`src/rtl/hxs_pkg.sv`:
```
// Constants for the transfer setup register bank.
// Assumes an APB master on pclk and a card engine beside the bank.
//
// Operation
// Block count writes dropped during a transfer; reads then unreliable.
// Block count is blocks remaining, 1 to 65535; zero means stop.
// 32-bit argument register feeds command frame bits 39 down to 8.
// Software programs transfer mode before data or resume commands.
// Software saves transfer mode on suspend, restores it before resume.
// Transfer mode writes ignored while data line command block is 1.
// Mode fields: dma, count en, auto cmd, dir, multi, resp bits.
// Counter decrements per finished block; transfer stops at zero.
// Counter used only with count enable set on multi-block transfers.
// Response interrupt disable suppresses command complete interrupt.
// Transfer mode bits 15 to 9 read zero and ignore writes.
package hxs_pkg;
   // ----------------------------------------
   // Register byte offsets
   // ----------------------------------------
   localparam logic [11:0] HXS_OFF_BLK_CNT = 12'h004;
   localparam logic [11:0] HXS_OFF_ARG     = 12'h008;
   localparam logic [11:0] HXS_OFF_XMODE   = 12'h00C;
   // ----------------------------------------
   // Transfer mode fields
   // ----------------------------------------
   localparam int HXS_XM_DMA      = 0;
   localparam int HXS_XM_CNT_EN   = 1;
   localparam int HXS_XM_ACMD_LO  = 2;
   localparam int HXS_XM_DIR      = 4;
   localparam int HXS_XM_MULTI    = 5;
   localparam int HXS_XM_RTYPE    = 6;
   localparam int HXS_XM_RCHK     = 7;
   localparam int HXS_XM_RINT_DIS = 8;
   localparam logic [15:0] HXS_XM_MASK = 16'h01FF;
   // ----------------------------------------
   // Reset values
   // ----------------------------------------
   localparam logic [15:0] HXS_RST_BLK_CNT = 16'h0000;
   localparam logic [31:0] HXS_RST_ARG     = 32'h0000_0000;
   localparam logic [15:0] HXS_RST_XMODE   = 16'h0000;
   localparam logic [15:0] HXS_CNT_STOP    = 16'h0000;
endpackage

```
`src/rtl/hxs_regs.sv`:
```
// Transfer setup register bank on APB.
// Assumes card engine gives transfer status and block pulses on pclk.
//
// Implementation choice: the APB interface to the registers.
`timescale 1ns/1ps
module hxs_regs
   import hxs_pkg::*;
(
   input  wire logic        pclk,
   input  wire logic        presetn,
   input  wire logic        psel,
   input  wire logic        penable,
   input  wire logic        pwrite,
   input  wire logic [11:0] paddr,
   input  wire logic [31:0] pwdata,
   input  wire logic [3:0]  pstrb,
   output logic [31:0]      prdata,
   output logic             pready,
   output logic             pslverr,
   input  wire logic        data_line_cmd_block,
   input  wire logic        xfer_active,
   input  wire logic        block_done,
   input  wire logic        cmd_complete,
   input  wire logic        cmd_complete_sig_en,
   output logic [31:0]      cmd_frame_arg,
   output logic             dma_en,
   output logic             blk_cnt_en,
   output logic [1:0]       auto_cmd_en,
   output logic             dir_read,
   output logic             multi_block,
   output logic             resp_check_type_sel,
   output logic             resp_check_en,
   output logic             resp_int_dis,
   output logic             xfer_stop,
   output logic             cmd_complete_irq
);
   // ----------------------------------------
   // Bus decode
   // ----------------------------------------
   logic [31:0] arg_q;
   logic [15:0] xmode_q;
   logic [15:0] cnt_val;
   logic        cnt_zero;
   logic        stop_q;
   logic        irq_q;
   logic [31:0] rdata_q;
   logic        err_q;

   wire acc      = psel & penable;
   wire setup    = psel & ~penable;
   wire sel_cnt  = (paddr == HXS_OFF_BLK_CNT);
   wire sel_arg  = (paddr == HXS_OFF_ARG);
   wire sel_xm   = (paddr == HXS_OFF_XMODE);
   wire mapped   = sel_cnt | sel_arg | sel_xm;
   wire wr_acc   = acc & pwrite;
   wire [31:0] bmask = {{8{pstrb[3]}}, {8{pstrb[2]}},
                        {8{pstrb[1]}}, {8{pstrb[0]}}};
   wire [31:0] wmerge_arg = (arg_q & ~bmask) | (pwdata & bmask);
   wire [15:0] wmerge_xm  = (xmode_q & ~bmask[15:0])
                            | (pwdata[15:0] & bmask[15:0]);

   // count write dropped in transfer
   wire cnt_wr   = wr_acc & sel_cnt & ~xfer_active;
   // mode write protected
   wire xm_wr    = wr_acc & sel_xm & ~data_line_cmd_block;
   wire arg_wr   = wr_acc & sel_arg;
   wire [15:0] cnt_load_val = (cnt_val & ~bmask[15:0])
                              | (pwdata[15:0] & bmask[15:0]);

   // reserved bits dropped
   wire [15:0] xmode_d = xm_wr ? (wmerge_xm & HXS_XM_MASK) : xmode_q;
   // full argument stored
   wire [31:0] arg_d   = arg_wr ? wmerge_arg : arg_q;

   wire [31:0] rd_mux = sel_cnt ? {16'h0000, cnt_val} :
                        sel_arg ? arg_q :
                        sel_xm  ? {16'h0000, xmode_q} : 32'h0000_0000;

   // ----------------------------------------
   // Block counter
   // ----------------------------------------
   // counts only when enabled and multi
   wire cnt_use = xmode_q[HXS_XM_CNT_EN] & xmode_q[HXS_XM_MULTI];

   hxs_block_counter u_cnt (
      .pclk       (pclk),
      .presetn    (presetn),
      .load       (cnt_wr),
      .load_val   (cnt_load_val),
      .count_en   (cnt_use & xfer_active),
      .block_done (block_done),
      .count_q    (cnt_val),
      .at_zero    (cnt_zero)
   );

   // stop at zero count
   wire stop_d = cnt_use & xfer_active & cnt_zero;
   // response interrupt disable gate
   wire irq_d  = cmd_complete & cmd_complete_sig_en
                 & ~xmode_q[HXS_XM_RINT_DIS];

   // ----------------------------------------
   // Registers
   // ----------------------------------------
   always_ff @(posedge pclk or negedge presetn) begin
      if (!presetn) begin
         arg_q   <= HXS_RST_ARG;
         xmode_q <= HXS_RST_XMODE;
      end else begin
         arg_q   <= arg_d;
         xmode_q <= xmode_d;
      end
   end

   always_ff @(posedge pclk or negedge presetn) begin
      if (!presetn) begin
         stop_q <= 1'b0;
         irq_q  <= 1'b0;
      end else begin
         stop_q <= stop_d;
         irq_q  <= irq_d;
      end
   end

   // Answer in the access cycle, data latched at setup
   always_ff @(posedge pclk or negedge presetn) begin
      if (!presetn) begin
         rdata_q <= 32'h0000_0000;
         err_q   <= 1'b0;
      end else if (setup) begin
         rdata_q <= pwrite ? 32'h0000_0000 : rd_mux;
         err_q   <= ~mapped;
      end
   end

   // ----------------------------------------
   // Outputs
   // ----------------------------------------
   assign prdata              = rdata_q;
   assign pready              = 1'b1;
   assign pslverr             = err_q;
   assign cmd_frame_arg       = arg_q;
   assign dma_en              = xmode_q[HXS_XM_DMA];
   assign blk_cnt_en          = xmode_q[HXS_XM_CNT_EN];
   // field layout
   assign auto_cmd_en         = xmode_q[HXS_XM_ACMD_LO +: 2];
   assign dir_read            = xmode_q[HXS_XM_DIR];
   assign multi_block         = xmode_q[HXS_XM_MULTI];
   assign resp_check_type_sel = xmode_q[HXS_XM_RTYPE];
   assign resp_check_en       = xmode_q[HXS_XM_RCHK];
   assign resp_int_dis        = xmode_q[HXS_XM_RINT_DIS];
   assign xfer_stop           = stop_q;
   assign cmd_complete_irq    = irq_q;

   // ----------------------------------------
   // Checks
   // ----------------------------------------
   // protected write check
   xm_prot_a: assert property (@(posedge pclk) disable iff (!presetn)
      wr_acc && sel_xm && data_line_cmd_block |=> xmode_q == $past(xmode_q))
      else $error("transfer mode changed while protected");
   // count write drop check
   cnt_prot_a: assert property (@(posedge pclk) disable iff (!presetn)
      wr_acc && sel_cnt && xfer_active && !block_done
      |=> cnt_val == $past(cnt_val))
      else $error("block count written during transfer");
   // reserved zero check
   rsvd_zero_a: assert property (@(posedge pclk)
      disable iff (!presetn) xmode_q[15:9] == 7'h00)
      else $error("reserved transfer mode bits set");
   // argument to frame
   arg_frame_a: assert property (@(posedge pclk) disable iff (!presetn)
      arg_wr && pstrb == 4'hF |=> cmd_frame_arg == $past(pwdata))
      else $error("argument not presented to frame");
   // suppressed interrupt
   irq_sup_a: assert property (@(posedge pclk) disable iff (!presetn)
      xmode_q[HXS_XM_RINT_DIS] |=> !cmd_complete_irq)
      else $error("command complete raised while disabled");
   // stop follows zero
   stop_zero_a: assert property (@(posedge pclk) disable iff (!presetn)
      cnt_use && xfer_active && cnt_zero |=> xfer_stop)
      else $error("transfer not stopped at zero count");
   // counter idle unless enabled
   cnt_idle_a: assert property (@(posedge pclk) disable iff (!presetn)
      !cnt_use && !cnt_wr |=> $stable(cnt_val))
      else $error("counter moved while not in use");
   // mode write lands
   xm_write_a: assert property (@(posedge pclk) disable iff (!presetn)
      wr_acc && sel_xm && !data_line_cmd_block && pstrb == 4'hF
      |=> xmode_q == ($past(pwdata[15:0]) & 16'h01FF))
      else $error("transfer mode write lost");

   // ----------------------------------------
   // Bus answer checks
   // ----------------------------------------
   // Unmapped read is zero
   rd_zero_a: assert property (@(posedge pclk)
      disable iff (!presetn)
      setup && !mapped |=> prdata == 32'h0000_0000)
      else $error("unmapped read data not zero");
   // Unmapped access error
   slverr_unmap_a: assert property (@(posedge pclk)
      disable iff (!presetn)
      setup && !mapped |=> pslverr)
      else $error("unmapped access without error");
   // Mapped access no error
   slverr_map_a: assert property (@(posedge pclk)
      disable iff (!presetn)
      setup && mapped |=> !pslverr)
      else $error("mapped access flagged as error");
   // Write returns zero data
   rd_wr_zero_a: assert property (@(posedge pclk)
      disable iff (!presetn)
      setup && pwrite |=> prdata == 32'h0000_0000)
      else $error("write returned read data");
   // Answer held between setups
   rd_hold_a: assert property (@(posedge pclk)
      disable iff (!presetn)
      !setup |=> $stable(prdata) && $stable(pslverr))
      else $error("read answer changed outside setup");
   // argument read back
   rd_arg_a: assert property (@(posedge pclk)
      disable iff (!presetn)
      setup && !pwrite && sel_arg |=> prdata == $past(arg_q))
      else $error("argument read data wrong");
   // count read back
   rd_cnt_a: assert property (@(posedge pclk)
      disable iff (!presetn)
      setup && !pwrite && sel_cnt |=> prdata == {16'h0000, $past(cnt_val)})
      else $error("block count read data wrong");
   // mode read back
   rd_xm_a: assert property (@(posedge pclk)
      disable iff (!presetn)
      setup && !pwrite && sel_xm |=> prdata == {16'h0000, $past(xmode_q)})
      else $error("transfer mode read data wrong");

   // ----------------------------------------
   // Counter and stop checks
   // ----------------------------------------
   // count write lands
   cnt_load_a: assert property (@(posedge pclk)
      disable iff (!presetn)
      cnt_wr && pstrb[1:0] == 2'h3 |=> cnt_val == $past(pwdata[15:0]))
      else $error("block count write lost");
   // zero holds
   cnt_floor_a: assert property (@(posedge pclk)
      disable iff (!presetn)
      cnt_zero && !cnt_wr |=> cnt_zero)
      else $error("block count wrapped below zero");
   // never counts up
   cnt_no_up_a: assert property (@(posedge pclk)
      disable iff (!presetn)
      !cnt_wr |=> cnt_val <= $past(cnt_val))
      else $error("block count rose without write");
   // one step per block
   cnt_step_a: assert property (@(posedge pclk)
      disable iff (!presetn)
      cnt_use && xfer_active && block_done && !cnt_zero
      |=> cnt_val == $past(cnt_val) - 16'h0001)
      else $error("block count missed a block");
   // single block idle
   cnt_single_a: assert property (@(posedge pclk)
      disable iff (!presetn)
      !multi_block && !cnt_wr |=> $stable(cnt_val))
      else $error("block count moved on single block");
   // held during transfer
   cnt_busy_a: assert property (@(posedge pclk)
      disable iff (!presetn)
      xfer_active && !(cnt_use && block_done) |=> $stable(cnt_val))
      else $error("block count changed during transfer");
   // stop only at zero
   stop_clear_a: assert property (@(posedge pclk)
      disable iff (!presetn)
      !(cnt_use && xfer_active && cnt_zero) |=> !xfer_stop)
      else $error("transfer stop without zero count");
   // stop needs transfer
   stop_need_a: assert property (@(posedge pclk)
      disable iff (!presetn)
      !xfer_active |=> !xfer_stop)
      else $error("transfer stop while idle");

   // ----------------------------------------
   // Mode and interrupt checks
   // ----------------------------------------
   // interrupt passes
   irq_pass_a: assert property (@(posedge pclk)
      disable iff (!presetn)
      cmd_complete && cmd_complete_sig_en && !resp_int_dis
      |=> cmd_complete_irq)
      else $error("command complete interrupt lost");
   // signal enable gate
   irq_sig_a: assert property (@(posedge pclk)
      disable iff (!presetn)
      !cmd_complete || !cmd_complete_sig_en |=> !cmd_complete_irq)
      else $error("command complete interrupt without cause");
   // mode frozen when blocked
   xm_dblk_a: assert property (@(posedge pclk)
      disable iff (!presetn)
      data_line_cmd_block |=> $stable(xmode_q))
      else $error("transfer mode changed while blocked");
   // dma bit position
   xm_dma_a: assert property (@(posedge pclk)
      disable iff (!presetn)
      xm_wr && pstrb[0] |=> dma_en == $past(pwdata[HXS_XM_DMA]))
      else $error("dma enable field misplaced");
   // auto command field
   xm_acmd_a: assert property (@(posedge pclk)
      disable iff (!presetn)
      xm_wr && pstrb[0] |=> auto_cmd_en == $past(pwdata[HXS_XM_ACMD_LO +: 2]))
      else $error("auto command field misplaced");
   // interrupt disable field
   xm_rint_a: assert property (@(posedge pclk)
      disable iff (!presetn)
      xm_wr && pstrb[1] |=> resp_int_dis == $past(pwdata[HXS_XM_RINT_DIS]))
      else $error("response interrupt disable misplaced");
endmodule

```
`src/rtl/hxs_block_counter.sv`:
```
// Remaining block counter for one transfer.
// Assumes block_done pulses once per finished block, on pclk.
`timescale 1ns/1ps
module hxs_block_counter
   import hxs_pkg::*;
(
   input  wire logic        pclk,
   input  wire logic        presetn,
   input  wire logic        load,
   input  wire logic [15:0] load_val,
   input  wire logic        count_en,
   input  wire logic        block_done,
   output logic [15:0]      count_q,
   output logic             at_zero
);
   logic [15:0] count_d;
   wire         dec = count_en & block_done & (count_q != HXS_CNT_STOP);

   // decrement per block
   assign count_d = load ? load_val : (dec ? count_q - 16'h0001 : count_q);
   // zero is stop count
   assign at_zero = (count_q == HXS_CNT_STOP);

   always_ff @(posedge pclk or negedge presetn) begin
      if (!presetn) begin
         count_q <= HXS_RST_BLK_CNT;
      end else begin
         count_q <= count_d;
      end
   end

   // decrement checked
   cnt_dec_a: assert property (@(posedge pclk) disable iff (!presetn)
      dec && !load |=> count_q == $past(count_q) - 16'h0001)
      else $error("block counter did not decrement");
endmodule

```
`config.mk`:
```
export PLATFORM = sky130hd
export DESIGN_NAME = hxs_regs
export DESIGN_NICKNAME = d
export VERILOG_FILES = /design/src/rtl/hxs_pkg.sv /design/src/rtl/hxs_regs.sv /design/src/rtl/hxs_block_counter.sv
export SDC_FILE = /design/constraint.sdc
export NUM_CORES = 1
export LEC_CHECK = 0
export BUFFER_PORTS_ARGS = -buffer_cell sky130_fd_sc_hd__buf_2
export CAP_MARGIN = 20
export CORE_ASPECT_RATIO = 1.2
export CORE_MARGIN = 2
export CORE_UTILIZATION = 55
export CTS_BUF_LIST = sky130_fd_sc_hd__clkbuf_4
export CTS_CLUSTER_DIAMETER = 120
export DETAILED_ROUTE_END_ITERATION = 6
export PLACE_DENSITY = 0.88
export SYNTH_ARGS = -nofsm -noshare
export SYNTH_HDL_FRONTEND = slang
export SYNTH_SLANG_ARGS = --single-unit
```
`constraint.sdc`:
```
create_clock -name pclk -period 6.87 [get_ports pclk]
set_clock_uncertainty 0.15 [all_clocks]
set_input_delay 0 -clock pclk [delete_from_list [all_inputs] [get_ports pclk]]
set_output_delay 0 -clock pclk [all_outputs]
set_load 0.005 [all_outputs]
```
==> reports/summary.md <==
The standard cell with the maximum stage delay on the critical path is sky130_fd_sc_hd__nor4_4. The floorplan has 35 rows. The synthesis-to-finish area growth came out at 38.5%.

STA puts the critical path data required time at 7080 ps. From left edge to right edge, the die measures 84.4 µm. After the first detailed-routing iteration, the DRC count stood at 302. In the finished design, the share of the clock period the worst path needs comes to 45.7%. The sequential-to-total area share from yosys stat came out at 54.0%.

The logs give 13,600 µm for the total wire length and 367 for the synthesized netlist cell count. The initial core utilization is 56.0%, and the post-synthesis async set-or-reset flop share is 100%. The clock transition at the registers of the reported paths is 170 ps, and the number of top-level pins is 135. The top cell family by delay on the critical path is simple AND/OR/NAND/NOR gates. The tools report the clock latency at the later pin of the worst-skew pair as 460 ps. The core region is 0.00762 mm².

The startpoint kind of the worst setup timing path is an input port. Global routing used 33.3% of the available tracks across all layers. The tools report the number of levels in the clock H-tree as 3. On the worst path, the slowest cell contributes a delay of 810 ps.

Across all register-to-register paths, the minimum setup slack is 4030 ps. Setup repair after global routing left no endpoint under its margin. Summing every instance area after synthesis gives 0.00427 mm². The fraction of final layout cells sized beyond drive strength 1 works out to 28.6%.

The type of the worst min-delay path was input port to flip-flop. By area, the combinational part of the netlist is dominated by simple AND/OR/NAND/NOR gates. The die covers 0.00848 mm².

Dividing the detail-routed via count by the number of cells gives 5.89. The flow ran to the end, and the final reports show no timing, DRC or antenna violations. Summing the areas of all xor and xnor instances in the mapped netlist gives 0% of the synthesized area. Setup TNS: 0 ps. The adder-cell share of the synthesized area came out at 0.293%. The most common cell in the netlist was sky130_fd_sc_hd__dfrtp_1. The share of cell area taken by muxes after synthesis was 13.4%; the average wire per cell in the routed design was 20.4 µm. The simple-gate share of the synthesized area is 16.0%. The arrival time at the worst endpoint was 3350 ps.

Hold violation count in the final report: 0. Sorting the synthesized cells by how often they occur yields sky130_fd_sc_hd__dfrtp_1 (92), sky130_fd_sc_hd__mux2_1 (42), sky130_fd_sc_hd__nand2_1 (37). The first global-routing pass estimated 21,700 µm of wire.

Number of clock buffers inserted by TritonCTS: 9. The run gives 0 as the final max-slew violation count. Entering global routing, the biggest net connects 67 pins. CTS saw 92 sinks. STA classifies the critical path endpoint as a flip-flop.

The fraction of synthesized cell area taken by the top area cell type is 54.0%, and the worst-path maximum fanout is 16. In this run the static leakage power is 3.11 nW. The power per unit of standard cell area was 158 mW/mm²; the worst slew margin relative to its limit was 43.9%. The tools report the clock root buffer master as sky130_fd_sc_hd__clkbuf_4. Setup violations remaining at the end of the flow were counted as 0.

TritonCTS built the clock tree. In the synthesized netlist the dominant register cell turns out to be sky130_fd_sc_hd__dfrtp_1. Library cell with the largest summed area after synthesis: sky130_fd_sc_hd__dfrtp_1. The routed layout has 3,943 vias. Placed wire-length estimate: 8550 µm. The buffering stage count on the worst path with inverters included is 3. Counting distinct cell types in the post-synthesis netlist gives 50. Static timing analysis puts the maximum clock frequency at 318 MHz.

Across the run, the number of max-cap violations was 0. After global routing the overflow that remains totals 0. The worst setup path is of the input port to flip-flop kind. Number of buffers inserted by port buffering: 133. At the end of routability-driven placement, the weighted congestion stood at 0.949.

The tools report the initial antenna violation count as 0. A synthesized cell averages 11.6 µm². The time the final worst path needs with I/O delays and setup was 3140 ps. Yosys attributes the largest share of cell area to sky130_fd_sc_hd__dfrtp_1 (54%), sky130_fd_sc_hd__mux2_1 (11%), sky130_fd_sc_hd__nor4_4 (3.5%), sky130_fd_sc_hd__a22o_1 (3.3%), sky130_fd_sc_hd__nand2_1 (3.3%).

The largest vdd supply drop is 0.132 mV. Walking the worst path, the cells encountered are dlygate4sd3_1, buf_2, nor4_4, nand4_2, nor4_4, mux2_1, dlygate4sd3_1. In the routed design, unresolved DRC markers number 0. The net count of the finished layout is 631. The synthesized design contains 0 enable-type register cells.

The number of antenna diodes in the final layout is 0. Measured along the y axis, the die boundary spans 100 µm. Hold timing on the final database bottoms out at a slack of 68.5 ps.

For this run, the detailed router's first-pass iteration total came to 5. The via count of the first global-routing pass is 4,153. The slew at the pin closest to its max-slew limit came out at 842 ps. The count of state elements after synthesis came out at 92.

The clock passes through at most 2 buffers. Once the clock tree was built, the resizer swapped 0 gates to a different size. Synthesized net count: 426. The synthesized netlist devotes 13.8% of its cell area to compound gates.

The count of nets left with antenna violations once routing finished came out at 0. During synthesis, Yosys emitted a total of 0 warnings.
## layout make-up
class                           instances  area (µm²)
Sequential cell                        92        2300
Multi-Input combinational cell        249        1870
Fill cell                             482        1710
Timing Repair Buffer                  211        1450
Tap cell                               92         115
Clock inverter                          7        73.8
Clock buffer                            9        67.6
Inverter                                9        33.8
## worst reg2reg max path, cell delays in order (launching register included)
cell and delay [ps]:
sky130_fd_sc_hd__dfrtp_1 480, sky130_fd_sc_hd__nor4_1 560, sky130_fd_sc_hd__nand4_1 420, sky130_fd_sc_hd__and3_1 380, sky130_fd_sc_hd__a21oi_1 130, sky130_fd_sc_hd__o21ai_1 80, sky130_fd_sc_hd__dlygate4sd3_1 560
## per-layer routing
metal	vias to the layer above	track usage (%)	share of wire, %
met5	-	0	0
li1	1779	-	-
met1	1904	41.3	40
met3	36	5.65	7.3
met4	0	15.4	3.1
met2	224	57.3	50
## logic make-up (layout without fill, tap and decap cells)
family                     count (synthesis)  after routing
muxes                                     52             52
AOI/OAI and AO/OA                         80             80
adders and majority gates                  1              1
buffers and inverters                     26            236
and+or+nand+nor                          115            115
other                                      1              1
DFF                                       92             92
## per-stage QoR
stage	area (µm²)	cells	utilization [%]	power [mW]	setup WS (ps)
2_1_floorplan	4270	367	-	0.570	4660
3_3_place_gp	5010	578	65.7	0.607	4340
3_5_place_dp	5010	578	65.7	0.608	4250
4_1_cts	5910	669	77.6	0.928	3840
5_1_grt	5910	669	77.6	0.965	3620
6_report	5910	669	77.6	0.934	3730
## power breakdown
part | switching [mW] | internal, mW
clock network | 0.199 | 0.112
registers | 0.000578 | 0.543
logic | 0.0423 | 0.0368
## worst paths after layout
path                                        start  depth (start not counted)                endpoint
setup / recovery                         paddr[4]                          7               flip-flop
hold / removal                            penable                          5  prdata[13]$_DFFE_PN0P_
setup reg to reg                        flip-flop                          6               flip-flop
hold reg to reg            prdata[12]$_DFFE_PN0P_                          2  prdata[12]$_DFFE_PN0P_
max in group asynchronous                 presetn                          4               async pin
min in group asynchronous                 presetn                          4               async pin
## cell usage in the layout (no fill, tap or decap), types with 7 or more instances in the layout
master                          synthesis  routed
sky130_fd_sc_hd__nand2_1               37      37
sky130_fd_sc_hd__dlygate4sd3_1          0      74
sky130_fd_sc_hd__nor3_1                13      12
sky130_fd_sc_hd__a221o_1                9       9
sky130_fd_sc_hd__a22oi_1                8       8
sky130_fd_sc_hd__mux2i_1               10      10
sky130_fd_sc_hd__a21oi_1               15      15
sky130_fd_sc_hd__clkbuf_4               0       9
sky130_fd_sc_hd__buf_2                  2     132
sky130_fd_sc_hd__dfrtp_1               92      92
sky130_fd_sc_hd__a22o_1                16      16
sky130_fd_sc_hd__inv_1                  9       9
sky130_fd_sc_hd__o21ai_1               13      13
sky130_fd_sc_hd__nor2_1                22      22
sky130_fd_sc_hd__mux2_1                42      42
sky130_fd_sc_hd__nor4_4                 7       7
## what timing repair did
item | 4_1_cts | 5_1_grt
hold buffers | 75 | 0
hold endpoints to repair | 167 | 0
setup buffers | 0 | 0
Note: power is estimated with default switching activity, not from simulation.
